File: config.mk
export PLATFORM = sky130hd
export DESIGN_NAME = sprc_relay_control
export DESIGN_NICKNAME = d
export VERILOG_FILES = /design/src/core/sprc_compare.v /design/src/core/sprc_relay_control.v
export VERILOG_INCLUDE_DIRS = /design/src /design/src/core
export SDC_FILE = /design/constraint.sdc
export NUM_CORES = 1
export LEC_CHECK = 0
export BUFFER_PORTS_ARGS = -buffer_cell sky130_fd_sc_hd__buf_2
export CAP_MARGIN = 40
export CORE_ASPECT_RATIO = 0.6
export CORE_MARGIN = 10
export CORE_UTILIZATION = 50
export DETAILED_ROUTE_END_ITERATION = 10
export PLACE_DENSITY = 0.76
export SYNTH_ARGS = -nofsm -noshare
export SYNTH_HDL_FRONTEND = slang
export SYNTH_SLANG_ARGS = --single-unit
File: constraint.sdc
create_clock -name clk -period 6.3 [get_ports clk]
set_input_delay 0.63 -clock clk [delete_from_list [all_inputs] [get_ports clk]]
set_output_delay 0.63 -clock clk [all_outputs]
set_load 0.02 [all_outputs]
File: src/core/sprc_map.vh
// constants for the trip point and relay control block
`ifndef SPRC_MAP_VH
`define SPRC_MAP_VH
// ------------------------------------------------------------
// register offsets
// ------------------------------------------------------------
`define SPRC_OFF_CODE      4'h0
`define SPRC_OFF_TRIP      4'h1
`define SPRC_OFF_BAND      4'h2
`define SPRC_OFF_SRC       4'h3
`define SPRC_OFF_STATUS    4'h4
`define SPRC_OFF_ACTION    4'h5
// ------------------------------------------------------------
// control code field positions
// ------------------------------------------------------------
`define SPRC_CODE_D3_LSB   0
`define SPRC_CODE_D2_LSB   4
`define SPRC_CODE_D1_LSB   8
`define SPRC_CODE_DEV_BIT  12
`define SPRC_CODE_TMR_LSB  13
// ------------------------------------------------------------
// code values
// ------------------------------------------------------------
`define SPRC_D3_BAND       4'h5
`define SPRC_D2_NORMAL     4'h0
`define SPRC_D2_SRCSEL     4'h1
`define SPRC_D2_SW1        4'h5
`define SPRC_D2_SW2        4'h6
`define SPRC_D2_SWLOCK     4'h7
`define SPRC_SRC_RATE      3'h0
`define SPRC_SRC_TOT1      3'h1
`define SPRC_SRC_TOT2      3'h2
`define SPRC_SRC_PEAK      3'h3
`define SPRC_SRC_VALLEY    3'h4
`define SPRC_TIMER_MODES   3'h7
// ------------------------------------------------------------
// reset values
// ------------------------------------------------------------
`define SPRC_RST_CODE      16'h0000
`define SPRC_RST_TRIP      32'h00000000
`define SPRC_RST_BAND      16'h0001
`define SPRC_RST_SRC       3'h0
`endif

File: src/core/sprc_compare.v
// band comparator: raw activation level from reading and trip point
`timescale 1ns/1ps
module sprc_compare #(
   parameter W = 32
) (
   // operands
   input  wire signed [W-1:0] reading,
   input  wire signed [W-1:0] tripPoint,
   input  wire        [15:0]  band,
   // mode
   input  wire                bandMode,
   input  wire                devMode,
   input  wire                below,
   input  wire                prevActive,
   // result
   output reg                 active
);
   // widened by two bits so trip point +/- 65535 never wraps
   wire signed [W+1:0] rd = {{2{reading[W-1]}}, reading};
   wire signed [W+1:0] tp = {{2{tripPoint[W-1]}}, tripPoint};
   wire signed [W+1:0] bw = {{(W-14){1'b0}}, band};
   wire signed [W+1:0] hi = tp + bw;
   wire signed [W+1:0] lo = tp - bw;
   wire aboveHi = (rd >= hi);
   wire belowLo = (rd < lo);
   wire inBand  = (rd >= lo) && (rd <= hi);

   // combinational decision, held state only used in hysteresis
   always @* begin
      if (!bandMode) begin
         // plain trip point: above or below
         active = below ? (rd < tp) : (rd >= tp);
      end else if (devMode) begin
         active = below ? !inBand : inBand;
      end else if (!below) begin
         // between the thresholds the old state holds
         active = aboveHi ? 1'b1 : (belowLo ? 1'b0 : prevActive);
      end else begin
         active = belowLo ? 1'b1 : (aboveHi ? 1'b0 : prevActive);
      end
   end
endmodule

File: src/core/sprc_relay_control.v
// trip point comparator and relay drive with start-up inhibit
//
// Summary of operation
// - codes 0,1: first activation after power-up inhibited
// - code 2: inhibit only on falling signal
// - code 3: inhibit only on rising signal
// - inhibit: activate, deactivate, energize second time
// - hysteresis above: on at trip+h, off below trip-h
// - hysteresis below: on below trip-h, off at trip+h
// - code 2 hysteresis: like 0, falling inhibit
// - code 3 hysteresis: like 1, rising inhibit
// - deviation codes 0,2: energize inside band
// - deviation codes 1,3: energize outside band
// - deviation code 2: first energize entering band
// - deviation code 3: first energize leaving band
// - second digit 1 selects activation source
// - second digit 5,6,7 select switch trigger
// - grounded selected switch triggers and acts
// - switch trigger overrides chosen source
// - reset inputs always clear their totalizer
// - lock input: view allowed, changes rejected
// - both buttons in run display reset relay
// - seven timer modes held as a code field
// - hysteresis 0 to 65535 counts symmetric
// - deviation 1 to 65535 counts symmetric
`timescale 1ns/1ps
`include "sprc_map.vh"
module sprc_relay_control #(
   parameter W = 32
) (
   // clock and reset
   input  wire         clk,
   input  wire         nrst,
   // register port
   input  wire [3:0]   regAddr,
   input  wire [31:0]  regWdata,
   input  wire         regWr,
   input  wire         regRd,
   output reg  [31:0]  regRdata,
   // reading sources, sharing one new-value strobe
   input  wire [W-1:0] rateValue,
   input  wire [W-1:0] totOneValue,
   input  wire [W-1:0] totTwoValue,
   input  wire [W-1:0] peakValue,
   input  wire [W-1:0] valleyValue,
   input  wire         sampleValid,
   // external contact switches, low when grounded
   input  wire         totalOneClearInputN,
   input  wire         totalTwoClearInputN,
   input  wire         lockInputN,
   // front buttons, both pressed with run display shown
   input  wire         manualResetBtns,
   input  wire         runDisplay,
   // outputs
   output reg          relayOn,
   output reg          totOneClear,
   output reg          totTwoClear,
   output reg          paramLock
);
   // ------------------------------------------------------------
   // state codes for the inhibit sequence, one-hot
   // ------------------------------------------------------------
   localparam [2:0] ST_ARMED = 3'b001; // waiting for first activation
   localparam [2:0] ST_FIRST = 3'b010; // first activation seen
   localparam [2:0] ST_RUN   = 3'b100; // inhibit done, relay follows

   // ------------------------------------------------------------
   // registers
   // ------------------------------------------------------------
   reg [15:0]  codeReg;      // control digits and flags
   reg [W-1:0] tripReg;      // trip point
   reg [15:0]  bandReg;      // hysteresis or deviation counts
   reg [2:0]   srcReg;       // chosen activation source
   reg [2:0]   stateReg;     // inhibit sequence state
   reg [2:0]   stateNext;
   reg         activeReg;    // last evaluated activation level
   reg         activeNext;
   reg [W-1:0] lastRdReg;    // previous reading for slope
   reg         risingReg;    // last slope was upward
   reg         manualOffReg; // relay reset by operator
   reg         swPrevReg;    // previous selected switch level

   // control fields
   wire [3:0] digitOne   = codeReg[`SPRC_CODE_D1_LSB +: 4];
   wire [3:0] digitTwo   = codeReg[`SPRC_CODE_D2_LSB +: 4];
   wire [3:0] digitThree = codeReg[`SPRC_CODE_D3_LSB +: 4];
   wire       devSel     = codeReg[`SPRC_CODE_DEV_BIT];
   wire [2:0] timerSel   = codeReg[`SPRC_CODE_TMR_LSB +: 3];
   wire       bandMode   = (digitThree == `SPRC_D3_BAND);
   wire       belowMode  = digitOne[0];  // codes 1 and 3 energize below

   // ------------------------------------------------------------
   // source selection
   // ------------------------------------------------------------
   // pick the reading named by the source code
   function [W-1:0] pickSource;
      input [2:0] sel;
      begin
         case (sel)
            `SPRC_SRC_TOT1:   pickSource = totOneValue;
            `SPRC_SRC_TOT2:   pickSource = totTwoValue;
            `SPRC_SRC_PEAK:   pickSource = peakValue;
            `SPRC_SRC_VALLEY: pickSource = valleyValue;
            default:          pickSource = rateValue;
         endcase
      end
   endfunction

   wire [W-1:0] reading = pickSource(srcReg);

   // switch trigger: selected input grounded, overrides source
   wire swSelected = (digitTwo == `SPRC_D2_SW1) ||
                     (digitTwo == `SPRC_D2_SW2) ||
                     (digitTwo == `SPRC_D2_SWLOCK);
   reg  swLevel;
   always @* begin
      if (digitTwo == `SPRC_D2_SW1) begin
         swLevel = !totalOneClearInputN;
      end else if (digitTwo == `SPRC_D2_SW2) begin
         swLevel = !totalTwoClearInputN;
      end else if (digitTwo == `SPRC_D2_SWLOCK) begin
         swLevel = !lockInputN;
      end else begin
         swLevel = 1'b0;
      end
   end

   // ------------------------------------------------------------
   // comparator
   // ------------------------------------------------------------
   wire cmpActive;
   sprc_compare #(.W(W)) uCmp (
      .reading    (reading),
      .tripPoint  (tripReg),
      .band       (bandReg),
      .bandMode   (bandMode),
      .devMode    (devSel),
      .below      (belowMode),
      .prevActive (activeReg),
      .active     (cmpActive)
   );

   // evaluation happens on a fresh sample, or in switch mode only on a change of the selected switch
   wire swEvent  = swSelected && (swLevel != swPrevReg);
   wire evalNow  = swSelected ? swEvent : sampleValid;
   wire newLevel = swSelected ? swLevel : cmpActive;
   wire isRising = ($signed(reading) > $signed(lastRdReg)) ? 1'b1 :
                   (reading == lastRdReg) ? risingReg : 1'b0;

   // inhibit applies per code: 0/1 always, 2 falling, 3 rising
   function inhibitApplies;
      input [3:0] d1;
      input       rising;
      begin
         if (d1 == 4'h2) begin
            inhibitApplies = !rising;
         end else if (d1 == 4'h3) begin
            inhibitApplies = rising;
         end else begin
            inhibitApplies = 1'b1;
         end
      end
   endfunction

   // ------------------------------------------------------------
   // inhibit sequence
   // ------------------------------------------------------------
   // the second activation of codes 2 and 3 arrives on the
   // opposite slope, so the first activation is judged by slope
   always @* begin
      stateNext  = stateReg;
      activeNext = activeReg;
      if (evalNow) begin
         activeNext = newLevel;
         case (stateReg)
            ST_ARMED: begin
               if (newLevel && !activeReg) begin
                  if (inhibitApplies(digitOne, isRising)) begin
                     stateNext = ST_FIRST;
                  end else begin
                     stateNext = ST_RUN;
                  end
               end
            end
            ST_FIRST: begin
               // deactivation ends the inhibited cycle
               if (!newLevel) begin
                  stateNext = ST_RUN;
               end
            end
            ST_RUN: begin
               stateNext = ST_RUN;
            end
            default: begin
               stateNext = ST_ARMED;
            end
         endcase
      end
   end

   // ------------------------------------------------------------
   // state, relay and slope registers
   // ------------------------------------------------------------
   always @(posedge clk) begin
      if (!nrst) begin
         stateReg     <= ST_ARMED;
         activeReg    <= 1'b0;
         lastRdReg    <= {W{1'b0}};
         risingReg    <= 1'b1;
         manualOffReg <= 1'b0;
         swPrevReg    <= 1'b0;
         relayOn      <= 1'b0;
      end else begin
         stateReg  <= stateNext;
         activeReg <= activeNext;
         swPrevReg <= swLevel;
         if (sampleValid) begin
            lastRdReg <= reading;
            risingReg <= isRising;
         end
         // operator reset drops the relay until next activation
         if (manualResetBtns && runDisplay) begin
            manualOffReg <= 1'b1;
         end else if (evalNow && newLevel && !activeReg) begin
            manualOffReg <= 1'b0;
         end
         // relay only while past the inhibit and active
         relayOn <= (stateNext == ST_RUN) && activeNext &&
                    !(manualResetBtns && runDisplay) &&
                    !(manualOffReg && !(evalNow && newLevel &&
                                        !activeReg));
      end
   end

   // ------------------------------------------------------------
   // external switch functions, always active when grounded
   // ------------------------------------------------------------
   always @(posedge clk) begin
      if (!nrst) begin
         totOneClear <= 1'b0;
         totTwoClear <= 1'b0;
         paramLock   <= 1'b0;
      end else begin
         totOneClear <= !totalOneClearInputN;
         totTwoClear <= !totalTwoClearInputN;
         paramLock   <= !lockInputN;
      end
   end

   // ------------------------------------------------------------
   // register writes, blocked while locked
   // ------------------------------------------------------------
   // a zero deviation would leave a band holding only the trip point; it is raised to 1
   always @(posedge clk) begin
      if (!nrst) begin
         codeReg <= `SPRC_RST_CODE;
         tripReg <= `SPRC_RST_TRIP;
         bandReg <= `SPRC_RST_BAND;
         srcReg  <= `SPRC_RST_SRC;
      end else if (regWr && lockInputN) begin
         if (regAddr == `SPRC_OFF_CODE) begin
            codeReg <= regWdata[15:0];
         end else if (regAddr == `SPRC_OFF_TRIP) begin
            tripReg <= regWdata[W-1:0];
         end else if (regAddr == `SPRC_OFF_BAND) begin
            // full 0..65535 accepted; deviation floor of 1
            if (devSel && regWdata[15:0] == 16'h0000) begin
               bandReg <= 16'h0001;
            end else begin
               bandReg <= regWdata[15:0];
            end
         end else if (regAddr == `SPRC_OFF_SRC) begin
            // source only taken while in selection digit
            if (digitTwo == `SPRC_D2_SRCSEL) begin
               srcReg <= regWdata[2:0];
            end
         end
      end
   end

   // ------------------------------------------------------------
   // register reads, one cycle later
   // ------------------------------------------------------------
   always @(posedge clk) begin
      if (!nrst) begin
         regRdata <= 32'h00000000;
      end else if (regRd) begin
         if (regAddr == `SPRC_OFF_CODE) begin
            regRdata <= {16'h0000, codeReg};
         end else if (regAddr == `SPRC_OFF_TRIP) begin
            regRdata <= tripReg;
         end else if (regAddr == `SPRC_OFF_BAND) begin
            regRdata <= {16'h0000, bandReg};
         end else if (regAddr == `SPRC_OFF_SRC) begin
            regRdata <= {29'h0000000, srcReg};
         end else if (regAddr == `SPRC_OFF_STATUS) begin
            regRdata <= {22'h000000, timerSel, paramLock, manualOffReg,
                         activeReg, stateReg, relayOn};
         end else begin
            // unmapped reads as zero
            regRdata <= 32'h00000000;
         end
      end else begin
         regRdata <= 32'h00000000;
      end
   end
endmodule

==> run metrics <==
status finished, final reports clean; clock tree sinks 142; clock skew 0.00664 ns; Root Driver clkbuf_16; Max Freq 171 MHz; crit-path most repeated cell a21oi_1; n_diodes 0; Max Cap Viol 0; clock buffer depth 2; # rows 42; largest net degree at the start of global routing 58; first-pass GRT wire length approximately 62,000 um; Setup crit start kind flip-flop; vias in the first global route 11,448; die area 0.0297 mm^2; Tmin final 5.84 ns; final non-filler cell total between 2,000 and 2,500; Final nets 2,060; Leak 6.32 nW; Num CTS Buffers 17; critical setup path kind flip-flop to flip-flop; Yosys reg bits 142; WP data arrival between 6 and 7 ns; FF/Latch Area about 0.0028 mm^2; Synth Cell Area 0.0115 mm^2; die height 138 um; compound-cell area share of the yosys netlist 0.240; CTS clock-pin slew for the worst setup and hold paths 0.06 ns; ANT nets after route 0; relative slew slack 0.352; slowest stage cell, crit path a2111oi_1; XOR/XNOR Fraction of Synth Area 0.0479; Initial Utilization 0.515; total power draw 2.43 mW; period utilization 0.927; Hold Violations, Final 0; Netlist cell types 73; register area share after synthesis 0.247; # setup viols final 0; die width 216 um; largest family of logic cells by synthesized area compound AO/OA/AOI/OAI gates; FILL cells 2,063; TritonCTS clock tree built; Area after DPL 0.0130 mm^2; I/O pins 242; largest cells by area after synthesis dfxtp_1 25%, ha_1 18%, nand2_1 7.4%, a21oi_1 4.4%, a22oi_1 4.3%; R2R depth 25; EDFF count, synth 0; Core Util, Final 0.609; Vias 11,858; area grow syn2layout 18.2%; core region area 0.0223 mm^2; H-Tree Depth 4; TritonRoute pass-1 iters 6; worst-skew pair later-pin latency roughly 0.44 ns; Cells after DPL 1,977; Peak VDD IR 0.000164 V; adder and majority gate portion of the synthesized area 0.180; Final Max Slew Viols 0; Post-synth ARST share 0; WL final between 30,000 and 40,000 um; initial antenna violation count 0; grt total ovfl 0; wire per inst around 20 um; dominant cell type by area after synthesis dfxtp_1; critical path capture point type flip-flop; Port Buffers 241; Yosys top cell area share 0.247; RSZ-0062 raised after global routing no; Final Cell Area 0.0136 mm^2; Synth Warn # 0; Slew @ Worst Pin a little under 1 ns; final setup TNS 0 ns; Worst Hold Depth 2; worst path required time 6.64 ns; most common cell after layout, fill and taps aside buf_2; Cells after Synth 1,485; initial DRC count 1,253; average size of a mapped cell 7.75 um^2; DRC errors left 0; crit-path max FO 7; Final Wtd Congestion 1.04; ratio of cells with drive above 1 in the final layout 0.187; vias per inst 5.90; Worst Hold Class input pin to flip-flop; CP peak stage delay between 0.5 and 0.6 ns; multi-input logic area 0.00799 mm^2; multiplexer area fraction after synthesis 0.00783; Post-DP HPWL approximately 32,000 um; most frequent cells in the layout 241 x buf_2, 227 x nand2_1, 162 x ha_1; power per standard cell area 178 mW/mm^2; GRT Total Usage 0.261; Synth Area in Simple Gates 0.215; Synth Flop Type dfxtp_1; syn_nets between 1,500 and 2,000
## state kept, by name, summed over array words and instances, names as in the netlist
register      count
manualOffReg      1
srcReg            3
codeReg          16
swPrevReg         1
bandReg          16
regRdata         32
activeReg         1
relayOn           1
paramLock         1
stateReg          3
lastRdReg        32
tripReg          32
totTwoClear       1
totOneClear       1
risingReg         1
## per-layer routing
metal  vias up  global-route usage  routed length, um
met5         -                   0                  0
met4         0              0.0580                378
met3        35              0.0666               4240
met2       563               0.377              16100
met1      5585               0.378              19000
li1       5675                   -                  -
## cells in the mapped netlist, drive strengths merged, types with 33 or more instances
master / n
nand2: 228
ha: 162
dfxtp: 142
inv: 114
a21oi: 103
clkbuf: 71
nor2: 67
a22oi: 66
nand3: 63
xnor2: 56
a21boi: 53
o21ai: 41
nor3: 33
## per-stage QoR
stage	setup WS, ns	hold WS [ns]
after detailed placement	0.375	0.473
after CTS	0.309	0.353
final	0.457	0.372
after global routing	0.00870	0.361
after floorplan	1.15	0.445
after global placement	0.547	0.454
## worst max-delay path: cells and delay by family, from the launching register on
family	cells	cell delay (ns)
adder cells (fa/ha/maj)	2	0.66
buffers and inverters	2	0.23
flip-flops	1	0.37
AND/OR/NAND/NOR	8	1.57
XOR/XNOR	1	0.13
AO/OA/AOI/OAI	12	2.78
## power breakdown
part	total, mW	switching [mW]	leakage, nW	internal [mW]
sequential	0.932	0.0123	1.15	0.920
clock	0.996	0.399	0.281	0.598
combinational	0.497	0.287	4.88	0.211
total	2.43	0.698	6.32	1.73
## logic make-up after synthesis
kind of cell / after synthesis
simple gates: 521
fa+ha+maj: 164
xor+xnor: 63
mux: 9
compound gates: 395
flops: 142
buf+inv: 191
## cell type report
cell class | instances | share of cell area
clock inverter | 11 | 0.00864
sequential | 142 | 0.209
clock buffer | 20 | 0.0336
timing repair buffer | 262 | 0.101
tap | 308 | 0.0283
inverter | 115 | 0.0317
multi-input combinational | 1152 | 0.587
## worst paths after layout
check	start	endpoint	slack (ns)
worst max-delay path	bandReg[2]	relayOn	0.46
worst min-delay path	totalOneClearInputN	totOneClear	0.37
worst max register to register	bandReg[2]	relayOn	0.46
worst min register to register	codeReg[9]	codeReg[9]	0.48
## repair_timing
item                       4_1_cts  5_1_grt
setup buffers                    0        1
setup endpoints to repair        0        6
hold buffers                     0        0
gates resized for setup          0        5
Note: power is estimated with default switching activity, not from simulation.
